<file path="src/umc_defines.svh">
`ifndef UMC_DEFINES_SVH
`define UMC_DEFINES_SVH

// ----------------------------------------------------------------------
// Register offsets
// ----------------------------------------------------------------------
`define UMC_MODE_OFFSET      8'h00
`define UMC_STATUS_OFFSET    8'h04

// ----------------------------------------------------------------------
// Mode register field positions
// ----------------------------------------------------------------------
`define UMC_ENABLE_BIT       15
`define UMC_IDLE_STOP_BIT    13
`define UMC_IR_BIT           12
`define UMC_RTS_MODE_BIT     11
`define UMC_PIN_SEL_HI       9
`define UMC_PIN_SEL_LO       8
`define UMC_WAKE_BIT         7
`define UMC_LOOPBACK_BIT     6
`define UMC_LOW_FIELD_HI     5
`define UMC_LOW_FIELD_LO     0
`define UMC_AUTO_BAUD_BIT    5
`define UMC_RX_INVERT_BIT    4
`define UMC_BAUD_SPEED_BIT   3
`define UMC_PARITY_HI        2
`define UMC_PARITY_LO        1
`define UMC_STOP_BIT         0

// ----------------------------------------------------------------------
// Reset values and masks
// ----------------------------------------------------------------------
`define UMC_MODE_RESET       32'h0000_0000
`define UMC_MODE_WMASK       32'h0000_bbff
`define UMC_SYNC_RESET       3'h4

`endif

</file>
<file path="src/umc_pkg.sv">
package umc_pkg;

  typedef enum logic [1:0] {
    UMC_PINS_TX_RX      = 2'h0,
    UMC_PINS_TX_RX_RTS  = 2'h1,
    UMC_PINS_FULL_FLOW  = 2'h2,
    UMC_PINS_TX_RX_BCLK = 2'h3
  } umc_pin_sel_t;

  // Ownership of each serial pin: 1 = serial unit, 0 = general port
  typedef struct packed {
    logic tx;
    logic rx;
    logic cts;
    logic rts;
    logic bclk;
  } umc_pin_own_t;

  // Controls handed to the rest of the serial unit
  typedef struct packed {
    logic       run;
    logic       transmit_enable;
    logic       infrared_codec_enable;
    logic       request_pin_mode;
    logic       loopback_select;
    logic       high_speed_baud;
    logic [1:0] parity_data_select;
    logic       stop_bit_select;
    logic       auto_baud_enable;
    logic       receive_invert;
  } umc_ctrl_t;

  typedef enum {
    UMC_OFF,
    UMC_RUN,
    UMC_IDLE_HALT
  } umc_state_t;

endpackage : umc_pkg

</file>
<file path="src/umc_mode_control.sv">
`timescale 1ns/1ps
`include "umc_defines.svh"

// Functional notes
// - Enable bit 15 set gives pins to unit per pin-select and transmit enable
// - Enable clear hands all pins to port logic; unit activity minimal
// - Idle-stop bit 13 set halts the unit during chip idle mode
// - Bit 12 inserts infrared encoder/decoder into the serial path
// - Bit 11: 1 selects simplex request pin, 0 flow control
// - Pin-select bits 9-8 choose which pins the unit uses
// - Bit 7 set makes a receive start bit during sleep raise wake-up
// - Bit 6 set loops transmit output internally back to receiver
// - Bits 31-16, 14 and 10 read as zero
module umc_mode_control (
  input  wire logic                  clk,
  input  wire logic                  rst,
  input  wire logic [7:0]            reg_addr,
  input  wire logic [31:0]           reg_wdata,
  input  wire logic                  reg_wr,
  input  wire logic                  reg_rd,
  output logic [31:0]                reg_rdata,
  input  wire logic                  transmit_enable,
  input  wire logic                  chip_idle,
  input  wire logic                  chip_sleep,
  input  wire logic                  receive_pin,
  input  wire logic                  unit_tx_data,
  input  wire logic                  unit_rts_n,
  input  wire logic                  unit_bclk,
  output umc_pkg::umc_pin_own_t      pin_own,
  output umc_pkg::umc_ctrl_t         ctrl,
  output logic                       transmit_pin,
  output logic                       request_to_send_pin,
  output logic                       baud_clock_out_pin,
  output logic                       unit_rx_data,
  output logic                       unit_cts_sel,
  output logic                       wake_req
);
  import umc_pkg::*;

  // ----------------------------------------------------------------------
  // Input synchronisers
  // ----------------------------------------------------------------------
  localparam logic [2:0] SYNC_IDLE = `UMC_SYNC_RESET;

  logic [2:0] async_in;
  logic [2:0] sync_out;
  logic       rx_prev_reg;

  assign async_in = {receive_pin, chip_idle, chip_sleep};

  // Chains reset to each pin's idle level, so no false start bit follows reset
  for (genvar g = 0; g < 3; g++) begin : g_sync
    logic s1_reg;
    logic s2_reg;

    always_ff @(posedge clk) begin
      if (rst) begin
        s1_reg <= SYNC_IDLE[g];
        s2_reg <= SYNC_IDLE[g];
      end else begin
        s1_reg <= async_in[g];
        s2_reg <= s1_reg;
      end
    end

    // Only the second stage leaves the chain
    assign sync_out[g] = s2_reg;
  end

  logic rx_s;
  logic idle_s;
  logic sleep_s;
  assign rx_s    = sync_out[2];
  assign idle_s  = sync_out[1];
  assign sleep_s = sync_out[0];

  // ----------------------------------------------------------------------
  // Mode register
  // ----------------------------------------------------------------------
  logic [31:0] mode_reg;
  logic [31:0] mode_next;

  always_comb begin
    mode_next = mode_reg;
    if (reg_wr && reg_addr == `UMC_MODE_OFFSET) begin
      // Unimplemented bits never store, so they read back as zero
      mode_next = reg_wdata & `UMC_MODE_WMASK;
    end
  end

  always_ff @(posedge clk) begin
    if (rst) begin
      mode_reg <= `UMC_MODE_RESET;
    end else begin
      mode_reg <= mode_next;
    end
  end

  // Decoded fields shared by the state machine and the output flops
  logic         en;
  logic         idle_stop;
  umc_pin_sel_t pin_sel;
  assign en        = mode_reg[`UMC_ENABLE_BIT];
  assign idle_stop = mode_reg[`UMC_IDLE_STOP_BIT];
  assign pin_sel   = umc_pin_sel_t'(mode_reg[`UMC_PIN_SEL_HI:`UMC_PIN_SEL_LO]);

  // ----------------------------------------------------------------------
  // Operating state
  // ----------------------------------------------------------------------
  umc_state_t state_reg;
  umc_state_t state_next;

  // Halt is rechecked every cycle, so leaving idle resumes without a write
  always_comb begin
    state_next = state_reg;
    case (state_reg)
      UMC_OFF: begin
        if (en) begin
          state_next = (idle_stop && idle_s) ? UMC_IDLE_HALT : UMC_RUN;
        end
      end
      UMC_RUN: begin
        if (!en) begin
          state_next = UMC_OFF;
        end else if (idle_stop && idle_s) begin
          state_next = UMC_IDLE_HALT;
        end
      end
      UMC_IDLE_HALT: begin
        if (!en) begin
          state_next = UMC_OFF;
        end else if (!(idle_stop && idle_s)) begin
          state_next = UMC_RUN;
        end
      end
      default: state_next = UMC_OFF;
    endcase
  end

  always_ff @(posedge clk) begin
    if (rst) begin
      state_reg <= UMC_OFF;
    end else begin
      state_reg <= state_next;
    end
  end

  // ----------------------------------------------------------------------
  // Pin ownership
  // ----------------------------------------------------------------------
  function automatic umc_pin_own_t pin_decode(input logic on, input umc_pin_sel_t sel,
                                              input logic txen);
    umc_pin_own_t o;
    o = '0;
    if (on) begin
      o.tx   = txen;
      o.rx   = 1'b1;
      o.cts  = (sel == UMC_PINS_FULL_FLOW);
      o.rts  = (sel == UMC_PINS_FULL_FLOW) || (sel == UMC_PINS_TX_RX_RTS);
      o.bclk = (sel == UMC_PINS_TX_RX_BCLK);
    end
    return o;
  endfunction : pin_decode

  // Decoded from the stored mode, so pins move one edge after the register
  umc_pin_own_t own_next;
  assign own_next = pin_decode(en, pin_sel, transmit_enable);

  always_ff @(posedge clk) begin
    if (rst) begin
      pin_own <= '0;
    end else begin
      pin_own <= own_next;
    end
  end

  // ----------------------------------------------------------------------
  // Controls to the serial datapath
  // ----------------------------------------------------------------------
  logic       run_reg;
  logic [3:0] mode_ctl_reg;
  logic [5:0] low_fields_reg;

  // Run flag tracks the next state so it changes on the same edge as pin_own
  always_ff @(posedge clk) begin
    if (rst) begin
      run_reg <= 1'b0;
    end else begin
      run_reg <= (state_next == UMC_RUN);
    end
  end

  // Enable gating keeps the infrared and loopback paths quiet while off
  always_ff @(posedge clk) begin
    if (rst) begin
      mode_ctl_reg <= 4'h0;
    end else begin
      mode_ctl_reg <= {en & transmit_enable,
                       en & mode_reg[`UMC_IR_BIT],
                       mode_reg[`UMC_RTS_MODE_BIT],
                       en & mode_reg[`UMC_LOOPBACK_BIT]};
    end
  end

  // Low-byte fields are only stored here; the datapath gives them meaning
  always_ff @(posedge clk) begin
    if (rst) begin
      low_fields_reg <= 6'h00;
    end else begin
      low_fields_reg <= {mode_reg[`UMC_BAUD_SPEED_BIT],
                         mode_reg[`UMC_PARITY_HI:`UMC_PARITY_LO],
                         mode_reg[`UMC_STOP_BIT],
                         mode_reg[`UMC_AUTO_BAUD_BIT],
                         mode_reg[`UMC_RX_INVERT_BIT]};
    end
  end

  // Field order matches the struct: run, four mode controls, six low-byte bits
  assign ctrl = {run_reg, mode_ctl_reg, low_fields_reg};

  // ----------------------------------------------------------------------
  // Pin data path and loopback
  // ----------------------------------------------------------------------
  logic lpb;
  assign lpb = en & mode_reg[`UMC_LOOPBACK_BIT];

  // Serial data: loopback turns the transmit bit back into the receiver
  always_ff @(posedge clk) begin
    if (rst) begin
      transmit_pin <= 1'b1;
      unit_rx_data <= 1'b1;
    end else begin
      // Line idles high while looped back so the remote sees no traffic
      transmit_pin <= (own_next.tx && !lpb) ? unit_tx_data : 1'b1;
      unit_rx_data <= lpb ? unit_tx_data : (en ? rx_s : 1'b1);
    end
  end

  // Handshake pins: unowned pins rest at their inactive level
  always_ff @(posedge clk) begin
    if (rst) begin
      request_to_send_pin <= 1'b1;
      baud_clock_out_pin  <= 1'b0;
      unit_cts_sel        <= 1'b0;
    end else begin
      request_to_send_pin <= own_next.rts ? unit_rts_n : 1'b1;
      baud_clock_out_pin  <= own_next.bclk ? unit_bclk : 1'b0;
      unit_cts_sel        <= own_next.cts;
    end
  end

  // ----------------------------------------------------------------------
  // Wake on start bit
  // ----------------------------------------------------------------------
  // Previous line level, reset high to match the idle line
  always_ff @(posedge clk) begin
    if (rst) begin
      rx_prev_reg <= 1'b1;
    end else begin
      rx_prev_reg <= rx_s;
    end
  end

  always_ff @(posedge clk) begin
    if (rst) begin
      wake_req <= 1'b0;
    end else begin
      // Falling edge of the line is the start bit
      wake_req <= en & mode_reg[`UMC_WAKE_BIT] & sleep_s & rx_prev_reg & ~rx_s;
    end
  end

  // ----------------------------------------------------------------------
  // Register read port
  // ----------------------------------------------------------------------
  // Status word: state and pin ownership, read-only
  logic [31:0] status_word;
  assign status_word = {22'h0, (state_reg == UMC_IDLE_HALT), (state_reg == UMC_RUN),
                        3'h0, pin_own};

  // Zero outside the read cycle, so stale data never lingers on the bus
  always_ff @(posedge clk) begin
    if (rst) begin
      reg_rdata <= 32'h0;
    end else if (reg_rd) begin
      // No stall exists, so an access right after disabling is merely stale
      if (reg_addr == `UMC_MODE_OFFSET) begin
        reg_rdata <= mode_reg;
      end else if (reg_addr == `UMC_STATUS_OFFSET) begin
        reg_rdata <= status_word;
      end else begin
        reg_rdata <= 32'h0;
      end
    end else begin
      reg_rdata <= 32'h0;
    end
  end

endmodule : umc_mode_control

</file>
<file path="config.mk">
export PLATFORM = sky130hd
export DESIGN_NAME = umc_mode_control
export DESIGN_NICKNAME = d
export VERILOG_FILES = /design/src/umc_pkg.sv /design/src/umc_mode_control.sv
export VERILOG_INCLUDE_DIRS = /design/src
export SDC_FILE = /design/constraint.sdc
export NUM_CORES = 1
export LEC_CHECK = 0
export BUFFER_PORTS_ARGS = -buffer_cell sky130_fd_sc_hd__buf_2
export CELL_PAD_IN_SITES_DETAIL_PLACEMENT = 1
export CELL_PAD_IN_SITES_GLOBAL_PLACEMENT = 2
export CORE_ASPECT_RATIO = 1.75
export CORE_MARGIN = 2
export CORE_UTILIZATION = 29
export DETAILED_ROUTE_END_ITERATION = 10
export MAX_ROUTING_LAYER = met4
export PLACE_DENSITY = 0.83
export SETUP_SLACK_MARGIN = 0.15
export SLEW_MARGIN = 15
export SYNTH_ARGS = -nofsm -noshare
export SYNTH_HDL_FRONTEND = slang
export SYNTH_SLANG_ARGS = --single-unit
export TNS_END_PERCENT = 30
</file>
<file path="constraint.sdc">
create_clock -name clk -period 1.7 [get_ports clk]
set_input_delay 0.34 -clock clk [delete_from_list [all_inputs] [get_ports clk]]
set_output_delay 0.34 -clock clk [all_outputs]
set_load 0.05 [all_outputs]
</file>
After elaboration in Yosys (flattened, before gate mapping)
Cells that the tools add are included.

Input port bits: 51. Register bits: 106. Logic and storage cells: 71. Output and inout port bits: 54.

Reductions and logical operators: 13. Equality and inequality tests: 9. Bitwise operators: 13. Multiplexer cells: 12.

Operator list (number): 32-bit two-way mux (5); 32-bit by 2-bit == test with 1-bit output (second input constant) (3); 32-bit one-hot mux with 3 select lines (1); 32-bit by 1-bit == test with 1-bit output (second input constant) (1); 32-bit by 3-bit == test with 1-bit output (second input constant) (1); 32-bit logical NOT (1); 16-bit two-way mux (1); 10-bit two-way mux (1); 2-bit OR reduction (5); 8-bit by 3-bit == test with 1-bit output (second input constant) (1); 8-bit logical NOT (1); 1-bit AND (7); 1-bit inverter (6); 5-bit two-way mux (1); 2-bit == test (second input constant) (2); 1-bit logical AND (3); 3-bit OR reduction (1); 2-bit by 1-bit == test with 1-bit output (second input constant) (1); 1-bit two-way mux (2); 2-bit two-way mux (1); 1-bit logical NOT (1); 1-bit logical OR (1).

Logic depth before layout (Yosys ltp)
Gate-level depths: netlist (run 1).

Depth after elaboration: 6. Gate-level depth with buffers: 5.

Worst setup path before layout (run 1)
No wires, ideal clock.

Path type: input-to-reg. From: in reg_addr[6]. To: reg mode_reg[0]. Slack: 0.125 ns. Setup time: 0.121 ns. Arrival: 1.454 ns. Cell stages on the path: 5. Data required time: 1.579 ns. Cells stage by stage: nor4_4 -> and3_1 -> buf_6 -> buf_12 -> mux2_4.

Cells in the longest elaborated chain, start to end: 2.

RTL lines: from (decl) (line umc_mode_control.sv:17) `input wire logic [7:0] reg_addr,`; 8-bit logical NOT (no line); 1-bit logical AND (no line); to (signal assigned) (line umc_mode_control.sv:93) `` mode_reg <= `UMC_MODE_RESET; ``; to (signal assigned) (line umc_mode_control.sv:95) `mode_reg <= mode_next;`; to (decl) (line umc_mode_control.sv:80) `logic [31:0] mode_reg;`.

No other way between the ends. A chain may end at the register's enable or synchronous reset.

Worst setup path in the final report (run 1)
From: reg state_reg[27]. To: reg reg_rdata[8].

Cells in the longest elaborated chain, start to end: 3.

RTL lines: from (decl) (line umc_mode_control.sv:110) `umc_state_t state_reg;`; from (signal assigned) (line umc_mode_control.sv:144) `state_reg <= state_next;`; 32-bit by 2-bit == test with 1-bit output (line umc_mode_control.sv:278) `assign status_word = {22'h0, (state_reg == UMC_IDLE_HALT), (state_reg == UMC_RUN),`; 10-bit two-way mux (line umc_mode_control.sv:289) `` end else if (reg_addr == `UMC_STATUS_OFFSET) begin ``; 16-bit two-way mux (line umc_mode_control.sv:287) `` if (reg_addr == `UMC_MODE_OFFSET) begin ``; to (signal assigned) (line umc_mode_control.sv:288) `reg_rdata <= mode_reg;`; to (signal assigned) (line umc_mode_control.sv:290) `reg_rdata <= status_word;`; to (decl) (line umc_mode_control.sv:21) `output logic [31:0] reg_rdata,`.

No other way between the ends.

==> metrics.txt, run 1 <==
outcome completed; CTS sink count 87; Overflow after GRT 0; max reg flops 32; Worst Hold Path EP g_sync[2].s1_reg$_SDFF_PP1_; Critical R2R Launch state_reg[27]$_SDFF_PP0_; fin area ~0.0036 mm²; Peak Freq ~720 MHz; flip-flop and latch area 0.00174 mm²; Worst path max stage delay 0.34 ns; DP Wirelength 4.21 mm; Post-Place Cells roughly 440; leakage power 1.64 nW; FILL cells 1079; vias in the first global route 1888; crit end category flip-flop; post-route clock period utilization 0.818; power density cells 1160 mW/mm²; # hold bufs at CTS 0; Avg WL per Cell 12.2 µm; final setup violation count 0; CTS tree built; area of the multi-input gates 978 µm²; Post-Syn Area 0.00275 mm²; root buf cell clkbuf_16; Area contributors post-synth dfxtp_1, buf_4, nor2b_1; core area around 0.0094 mm²; Diodes inserted 0; post-place instance area approximately 0.0033 mm²; first-pass GRT wire length 8.89 mm; WS Path Type flip-flop to flip-flop; final number of max-transition violations 0; sequential share of the synthesized area 0.633; final wirelength between 5 and 6 mm; Distinct cells, synth 34; Mapped Cells 226; Layout area overhead 31.3%; Vias 1811; Ports 105; Placer Congestion 0.734; post-layout min period approximately 1.4 ns; Synthesis Warnings 0; setup TNS 0 ns; combinational share of power 0.045; post-synthesis register bit count 87; Internal about 3.3 mW; largest net degree at the start of global routing 30; Die Area 0.0103 mm²; maximum capacitance violations 0; ratio of cells with drive above 1 in the final layout 0.315; gr usage total 0.119; WP data required 1.92 ns; H-tree depth 3; net load switching power 0.886 mW; Fin. Hold Viols 0; Worst-Skew Late Latency ~0.33 ns; Synth top area share 0.633; R2R Path End reg_rdata[8]$_SDFF_PP0_; slowest CP cell o32ai_1; CTS buffer count 9; setup skew after layout 0.00714 ns; row cnt 47; R2R Setup Slk 0.31 ns; kind of start point of the critical path flip-flop; R2R cell count 4; Die H 133 µm; Die W 77.6 µm; switch share 0.211; maximum VDD drop 0.526 mV; Finished Layout Cells 462; Mean Syn Cell Area 12.2 µm²; worst hold path class input pin to flip-flop; antenna violations before repair 0; Reg clk slew, reported paths 0.06 ns; hold path start receive_pin; I/O Buffers 68; DR iter-0 viols 55; Via density 3.92; commonest non-fill, non-tap cell in the layout dfxtp_1; RSZ-0062 raised after global routing no; post-synth top area cell dfxtp_1; final hold slack a little over 0.2 ns; DRC viols 0; worst-path cell chain nor4_1 > nand4_1 > buf_4 > o32ai_1; critical path arrival 1.61 ns; hold depth 2; Tot Pwr 4.20 mW; Routed Antenna Nets 0; worst-path fanout max 5; DR pass1 iterations 4; most frequent cells in the layout dfxtp_1, buf_2, conb_1; Seq pwr share 0.499; Clock Tree Buf Depth 2; Starting Density 0.294; Final nets 388; Clock power frac 0.456
cell type report:
type                    count  share of cell area
well taps                 122              0.0423
clock buffers              13              0.0693
inverters                   3             0.00312
flip-flops and latches     87               0.482
repair buffers             79               0.121
multi-input cells         155               0.271
clock inverters             3              0.0118
through the flow:
| stage | util | setup slack [ns] |
|---|---|---|
| after floorplan | - | 0.125 |
| after global placement | 0.352 | 0.103 |
| after detailed placement | 0.352 | 0.0369 |
| after CTS | 0.384 | 0.149 |
| after global routing | 0.386 | 0.151 |
| final | 0.386 | 0.309 |
per-layer routing:
layer	GRT usage	part of all wire	up-vias	wire length, µm
met5	-	0	-	0
met4	0.0506	0.020	0	111
met3	0.0450	0.055	8	307
met2	0.212	0.57	54	3180
met1	0.113	0.36	842	2010
li1	-	-	907	-
synth_stat cells:
library cell / number
dfxtp_1: 87
nor2b_1: 22
buf_4: 21
and2_1: 12
nand2b_1: 10
nor4_1: 8
nand4_1: 7
mux2i_1: 6
a22o_1: 5
nand2_1: 5
mux2_2: 4
nor2_1: 4
clkbuf_1: 3
inv_1: 3
mux2_4: 3
or2_2: 3
and3_1: 2
ha_1: 2
nor4b_1: 2
o31ai_1: 2
o32ai_1: 2
a21oi_1: 1
and3_2: 1
and4b_1: 1
buf_12: 1
buf_2: 1
buf_6: 1
clkbuf_2: 1
conb_1: 1
nand4b_1: 1
nor4_2: 1
nor4_4: 1
nor4bb_1: 1
or3_1: 1
how the worst max path moves through the flow:
stage                              from                        to  slack (ns)  cells after the start
2_1_floorplan               reg_addr[3]  mode_reg[0]$_SDFFE_PP0P_        0.13                      5
3_3_place_gp                reg_addr[5]  mode_reg[4]$_SDFFE_PP0P_        0.10                      5
3_5_place_dp                reg_addr[5]  mode_reg[5]$_SDFFE_PP0P_        0.04                      5
4_1_cts        state_reg[27]$_SDFF_PP0_   reg_rdata[9]$_SDFF_PP0_        0.15                      3
5_1_grt        state_reg[27]$_SDFF_PP0_   reg_rdata[8]$_SDFF_PP0_        0.15                      4
6_report       state_reg[27]$_SDFF_PP0_   reg_rdata[8]$_SDFF_PP0_        0.31                      4
power by group through the flow:
stage / clock network, mW / logic, mW / registers [mW]
after floorplan: 0 / 0.164 / 2.14
after global placement: 0 / 0.186 / 2.14
after detailed placement: 0 / 0.188 / 2.14
after CTS: 1.97 / 0.188 / 2.10
after global routing: 2.07 / 0.205 / 2.10
final: 1.91 / 0.189 / 2.10
worst max-delay path: cells and delay by family (launching register included):
family,cells,cell delay (ns)
AND/OR/NAND/NOR,2,0.46
flip-flops,1,0.30
AO/OA/AOI/OAI,1,0.34
buffers and inverters,1,0.18
timing repair:
item	in CTS	in global routing
gates resized for setup	1	1
buffers inserted	0	2
gates cloned	0	0
setup endpoints to repair	1	5
pin swaps	0	2
cells by family after synthesis:
logic type	synth area share
flip-flops	0.633
AO/OA/AOI/OAI	0.0296
adder cells (fa/ha/maj)	0.00909
multiplexers	0.0546
other	0.00136
AND/OR/NAND/NOR	0.192
buffers and inverters	0.0805
No activity file was read; power rests on OpenSTA's default activity.
==> run 2, diff against run 1 <==
--- a/config.mk
+++ b/config.mk
@@ -6,15 +6,16 @@
 export SDC_FILE = /design/constraint.sdc
 export NUM_CORES = 1
 export LEC_CHECK = 0
+export ABC_AREA = 1
 export BUFFER_PORTS_ARGS = -buffer_cell sky130_fd_sc_hd__buf_2
 export CELL_PAD_IN_SITES_DETAIL_PLACEMENT = 1
 export CELL_PAD_IN_SITES_GLOBAL_PLACEMENT = 2
 export CORE_ASPECT_RATIO = 1.75
 export CORE_MARGIN = 2
-export CORE_UTILIZATION = 29
+export CORE_UTILIZATION = 24
 export DETAILED_ROUTE_END_ITERATION = 10
 export MAX_ROUTING_LAYER = met4
-export PLACE_DENSITY = 0.83
+export PLACE_DENSITY = 0.8
 export SETUP_SLACK_MARGIN = 0.15
 export SLEW_MARGIN = 15
 export SYNTH_ARGS = -nofsm -noshare
==> constraint.sdc (replaced) <==
create_clock -name clk -period 1.2 [get_ports clk]
set_input_delay 0.24 -clock clk [delete_from_list [all_inputs] [get_ports clk]]
set_output_delay 0.24 -clock clk [all_outputs]
set_load 0.05 [all_outputs]
==> run 2 against run 1 <==
The flow now finishes with violations (negative setup slack). Clock-buffer cell count shrank 3. Worst hold slack lost 0.12 ns. Clock skew is essentially flat. Non-clock buffer count grew 20. Worst setup slack lost 0.37 ns. Sequential power grew 41%. Highest routed layer unchanged. First-iteration DRC count grew 47%. Register-to-register slack lost 0.37 ns.
==> metrics.txt, run 2 <==
outcome complete, but fails checks; failing checks negative setup slack; number of synthesized flops with an enable pin 0 (unchanged); maximum VDD drop 1.06 mV (+100%); Clock power frac 0.477 (+0.021); FILL cells 1315 (+22%); CTS buffer count 9 (unchanged); post-layout min period 1.26 ns (-0.128 ns); Die Area 0.0128 mm² (+24%); Mapped Cells 328 (+45%); Internal 4.89 mW (+48%); most frequent cells in the layout conb_1, dfxtp_1, nor2_1; Post-Synth Simple-Gate Area 0.204 (+0.0125); CTS sink count 87 (unchanged); Avg WL per Cell 14.3 µm (+18%); Ports 105 (unchanged); I/O Buffers 68 (unchanged); Via density 4.11 (+5.0%); maximum capacitance violations 0 (unchanged); Post-Synth XOR/XNOR Area 0 (unchanged); post-synth top area cell dfxtp_1; Fin. Hold Viols 0 (unchanged); count leader, synth dfxtp_1; Distinct cells, synth 21 (-38%); row cnt 52 (+11%); Final nets 509 (+31%); post-synthesis register bit count 87 (unchanged); post-synthesis mux area share 0 (-0.0546); Clock Tree Buf Depth 2 (unchanged); Diodes inserted 0 (unchanged); Finished Layout Cells 595 (+29%); DP Wirelength 5.36 mm (+27%); Overflow after GRT 0 (unchanged); critical path arrival 1.54 ns (-0.07 ns); final number of max-transition violations 0 (unchanged); net load switching power 1.40 mW (+59%); Post-Syn Area 0.00286 mm² (+3.9%); Final Core Density 0.421 (+0.0348); worst hold path class input pin to flip-flop; leakage power 2.00 nW (+22%); Worst-Skew Late Latency 0.35 ns (+0.02 ns); Critical R2R Launch state_reg[0]$_SDFF_PP0_; fin area 0.00488 mm² (+35%); max reg flops 32 (unchanged); final wirelength 8.50 mm (+51%); first-pass GRT wire length 12.3 mm (+38%); hold path start receive_pin; root buf cell clkbuf_16; Synthesis Warnings 0 (unchanged); R2R Path End state_reg[1]$_SDFF_PP0_; Setup WS post-layout -0.0635 ns (-0.372 ns); post-place instance area 0.00355 mm² (+7.8%); adder-cell area share of the yosys netlist 0.00875 (-0.000342); hold depth 2 (unchanged); core area 0.0116 mm² (+24%); Area contributors post-synth dfxtp_1, nor2_1, nand2_1; Starting Density 0.247 (-0.0474); Synth top area share 0.609 (-0.0238); combinational share of power 0.052 (+0.007); gr usage total 0.130 (+0.0104); worst-path fanout max 3 (-2); WP data required 1.48 ns (-0.44 ns); Worst Hold Path EP g_sync[2].s1_reg$_SDFF_PP1_; setup skew after layout 0.00727 ns (+0.000123 ns); antenna violations before repair 0 (unchanged); Placer Congestion 0.701 (-4.6%); Die W 86.5 µm (+11%); Post-Place Cells 575 (+30%); crit end category flip-flop; Seq pwr share 0.471 (-0.028); power density cells 1290 mW/mm² (+11%); switch share 0.223 (+0.0120); Main synth FF type dfxtp_1; kind of start point of the critical path flip-flop; ratio of cells with drive above 1 in the final layout 0.496 (+0.181); sequential share of the synthesized area 0.609 (-0.0238); largest net degree at the start of global routing 21 (-30%); DR pass1 iterations 4 (unchanged); R2R cell count 9 (+5); Mean Syn Cell Area 8.72 µm² (-28%); CTS tree built; DR iter-0 viols 81 (+47%); DRC viols 0 (unchanged); R2R Setup Slk -0.06 ns (-0.37 ns); largest family of logic cells by synthesized area simple AND/OR/NAND/NOR gates; Die H 148 µm (+12%); Peak Freq 791 MHz (+10%); final setup violation count 4 (+4); Vias 2448 (+35%); Routed Antenna Nets 0 (unchanged); synth cell count leaders dfxtp_1, nor2_1, nand2_1, inv_1, buf_4; Synth Area in Compound Gates 0.0508 (+0.0212); RSZ-0062 raised after global routing yes; Layout area overhead 70.6%; WS Path Type flip-flop to flip-flop; H-tree depth 3 (unchanged); post-route clock period utilization 1.05 (+0.235); fraction of registers with async set or reset after synthesis 0 (unchanged); Reg clk slew, reported paths 0.06 ns (about the same); vias in the first global route 2631 (+39%)
==> run 2: cell families (layout without fill, tap and decap cells) <==
kind of cell	after synthesis	in the layout
flops	87	87
compound gates	27	27
other cells	1	48
fa+ha+maj	2	2
buf+inv	73	158
simple gates	138	138
==> run 2: per-stage QoR <==
step | worst slack, ns | setup TNS (ns) | hold slack, ns | total power, mW
detailed placement | -0.278 | -6.28 | 0.404 | 3.32
CTS | -0.0435 | -0.0637 | 0.0699 | 6.32
global placement | -0.230 | -5.22 | 0.391 | 3.31
finish | -0.0635 | -0.177 | 0.0776 | 6.30
floorplan | -0.189 | -3.16 | 0.332 | 3.27
global route | -0.202 | -0.814 | 0.0827 | 6.54
==> run 2: metal layers <==
metal  part of all wire  routed length, µm  global-route usage  vias up
met4              0.023                199              0.0633        0
met3              0.037                317              0.0289       11
met2               0.62               5270               0.249       60
met1               0.32               2710               0.115     1187
li1                   -                  -                   -     1190
met5                  0                  0                   -        -
==> run 2: worst max-delay path by stage <==
stage,startpoint,to,cells past startpoint
CTS,state_reg[26]$_SDFF_PP0_,state_reg[1]$_SDFF_PP0_,10
global placement,reg_addr[1],mode_reg[8]$_SDFFE_PP0P_,7
floorplan,reg_addr[1],mode_reg[15]$_SDFFE_PP0P_,6
detailed placement,reg_addr[1],mode_reg[3]$_SDFFE_PP0P_,6
finish,state_reg[0]$_SDFF_PP0_,state_reg[1]$_SDFF_PP0_,9
global route,state_reg[19]$_SDFF_PP0_,reg_rdata[8]$_SDFF_PP0_,8
==> run 2: timing repair <==
item                                   CTS  global route
resized for setup                      201            66
cloned                                   0             3
hold buffers                             0             0
endpoints found under the hold margin    0             0
pin swaps                               30            34
buffers inserted                         1             1
setup endpoints to repair               61            68
==> run 2: cell type report <==
type / instances / area [µm²] / share of cell area
flip-flops and latches: 87 / 1800 / 0.369
multi-input cells: 215 / 1370 / 0.281
repair buffers: 99 / 1050 / 0.215
clock buffers: 10 / 239 / 0.0490
well taps: 135 / 169 / 0.0346
inverters: 44 / 165 / 0.0339
clock inverters: 5 / 82.6 / 0.0169
==> run 2: worst max-delay path, cell delays in order (launching register included) <==
cell and delay (ns):
dfxtp_2 0.33, nor2_1 0.13, nand2_1 0.06, nor2_1 0.09, nand2_1 0.10, nor2_2 0.16
nand2_1 0.11, nand3_1 0.10, nand2_1 0.05, nor2_1 0.08
==> run 2: power groups by stage <==
stage          clock [mW]  combinational (mW)  sequential [mW]
2_1_floorplan           0               0.239             3.03
3_5_place_dp            0               0.283             3.04
5_1_grt              3.21               0.359             2.97
4_1_cts              3.06               0.294             2.97
6_report             3.00               0.329             2.96
3_3_place_gp            0               0.279             3.03
==> run 3, diff against run 2 <==
--- a/config.mk
+++ b/config.mk
@@ -12,10 +12,10 @@
 export CELL_PAD_IN_SITES_GLOBAL_PLACEMENT = 2
 export CORE_ASPECT_RATIO = 1.75
 export CORE_MARGIN = 2
-export CORE_UTILIZATION = 24
+export CORE_UTILIZATION = 29
 export DETAILED_ROUTE_END_ITERATION = 10
 export MAX_ROUTING_LAYER = met4
-export PLACE_DENSITY = 0.8
+export PLACE_DENSITY = 0.89
 export SETUP_SLACK_MARGIN = 0.15
 export SLEW_MARGIN = 15
 export SYNTH_ARGS = -nofsm -noshare
==> constraint.sdc (replaced) <==
create_clock -name clk -period 1.5 [get_ports clk]
set_input_delay 0.3 -clock clk [delete_from_list [all_inputs] [get_ports clk]]
set_output_delay 0.3 -clock clk [all_outputs]
set_load 0.05 [all_outputs]
==> run 3 against run 2 <==
Worst setup slack gained 0.28 ns. The run now ends clean. Critical path type is now flip-flop to output port. Die area shrank 17%. Clock skew fell by 0.0030 ns. Flip-flop and latch count unchanged. Register-to-register slack better by 0.33 ns. Final area down 22%. Global-route usage is 0.89 points higher. Routed wire length shrank 23%. Core utilization down 3.1 points.
==> metrics.txt, run 3 (same netlist as run 2, synthesis figures left out) <==
first-pass GRT wire length 11.0 mm (-10%); crit end category output port; largest net degree at the start of global routing 32 (+52%); Avg WL per Cell 11.5 µm (-20%); RSZ-0062 raised after global routing yes; H-tree depth 3 (unchanged); maximum VDD drop 1.29 mV (+22%); Peak Freq between 700 and 800 MHz; Die W 79.1 µm (-8.6%); Worst path max stage delay 0.36 ns (+0.03 ns); max reg flops 32 (unchanged); Starting Density 0.294 (+0.0470); Die Area 0.0107 mm² (-17%); most frequent cells in the layout dfxtp_1, buf_2, nor2_1; DR pass1 iterations 4 (unchanged); grt met3 use 0.0313 (+0.00248); # hold bufs at CTS 0 (unchanged); Overflow after GRT 0 (unchanged); Reg clk slew, reported paths 0.06 ns (about the same); setup TNS 0 ns (+0.177 ns); root buf cell clkbuf_16; post-route clock period utilization 0.855; Fin. Hold Viols 0 (unchanged); critical path arrival 0.98 ns (-0.56 ns); CTS tree built; maximum capacitance violations 0 (unchanged); Layout area overhead 32.8%; Post-Place Cells 552 (-4.0%); commonest non-fill, non-tap cell in the layout dfxtp_1; Clock Tree Buf Depth 2 (unchanged); met1 Track Usage GR 0.129 (+0.0138); gr usage total 0.139 (+0.00892); Final nets 491 (-3.5%); final hold slack 0.144 ns (+0.0659 ns); final number of max-transition violations 0 (unchanged); Finished Layout Cells 568 (-4.5%); WP data required 1.20 ns (-0.28 ns); leakage power 1.77 nW (-12%); WS Path Type flip-flop to output port; fin area 0.00380 mm² (-22%); outcome completed; vias in the first global route 2499 (-5.0%); Ports 105 (unchanged); final setup violation count 0 (-4); Tot Pwr 5.13 mW (-19%); core area 0.00973 mm² (-16%); row cnt 48 (-7.7%); Diodes inserted 0 (unchanged); antenna violations before repair 0 (unchanged); Setup WS post-layout 0.217 ns (+0.280 ns); DRC viols 0 (unchanged); CTS buffer count 9 (unchanged); Die H 135 µm (-8.8%); Placer Congestion 0.786 (+12%); post-layout min period 1.28 ns; DP Wirelength 5.08 mm (-5.1%); Worst-Skew Late Latency 0.33 ns (-0.02 ns); Bufs and invs on worst path 1 (+1); Routed Antenna Nets 0 (unchanged); I/O Buffers 68 (unchanged); Final Core Density 0.390 (-0.0310); final wirelength 6.51 mm (-23%); met2 usage 0.259 (+0.0101); ratio of cells with drive above 1 in the final layout 0.248 (-0.247); post-place instance area 0.00344 mm² (-3.1%); worst hold path class input pin to flip-flop; CTS sink count 87 (unchanged); worst-path cell chain buf_2; Crit path max-delay family flip-flops; Vias 2294 (-6.3%); GRT busiest layer met2; DR iter-0 viols 39 (-52%); worst-path fanout max 3 (unchanged); R2R Setup Slk 0.27 ns (+0.33 ns); power density cells 1350 mW/mm² (+4.6%); kind of start point of the critical path flip-flop; setup skew after layout 0.00425 ns (-0.00302 ns); pre-CTS setup slack -0.105 ns (+0.172 ns); Via density 4.04 (-1.8%); slowest CP cell dfxtp_1
[run 3: cell types whose count changed in the layout (fill, tap and decap cells not counted), sizes merged]
| cell | previous run | this run |
|---|---|---|
| clkinv | 0 | 2 |
| clkbuf | 13 | 10 |
| buf | 96 | 81 |
| bufinv | 2 | 3 |
| clkinvlp | 3 | 1 |
[run 3: area by class of cell]
type / count / area, µm²
Tap cell: 125 / 156
Clock buffer: 10 / 239
Fill cell: 1227 / 5930
Multi-Input combinational cell: 215 / 948
Sequential cell: 87 / 1740
Inverter: 44 / 165
Clock inverter: 6 / 108
Timing Repair Buffer: 81 / 438
[run 3: worst paths after layout]
path,startpoint,end,cells past startpoint
setup reg to reg,state_reg[9]$_SDFF_PP0_,state_reg[1]$_SDFF_PP0_,9
hold / removal,receive_pin,g_sync[2].s1_reg$_SDFF_PP1_,2
setup / recovery,pin_own[4]$_SDFF_PP0_,ctrl[9],1
hold reg to reg,g_sync[2].s1_reg$_SDFF_PP1_,g_sync[2].s2_reg$_SDFF_PP1_,1
[run 3: power by group]
part | switching (mW) | leakage, nW | internal, mW
clock network | 0.863 | 0.168 | 1.66
registers | 0.0152 | 0.714 | 2.36
logic | 0.168 | 0.885 | 0.0516
[run 3: repair_timing]
| action | CTS | global route |
|---|---|---|
| setup buffers | 0 | 0 |
| setup endpoints to repair | 0 | 3 |
| gates resized for setup | 0 | 8 |
[run 3: metal layers]
| layer | share of wire | wire length, µm |
|---|---|---|
| met4 | 0.027 | 176 |
| met3 | 0.041 | 264 |
| met2 | 0.57 | 3710 |
| met5 | 0 | 0 |
| met1 | 0.36 | 2360 |
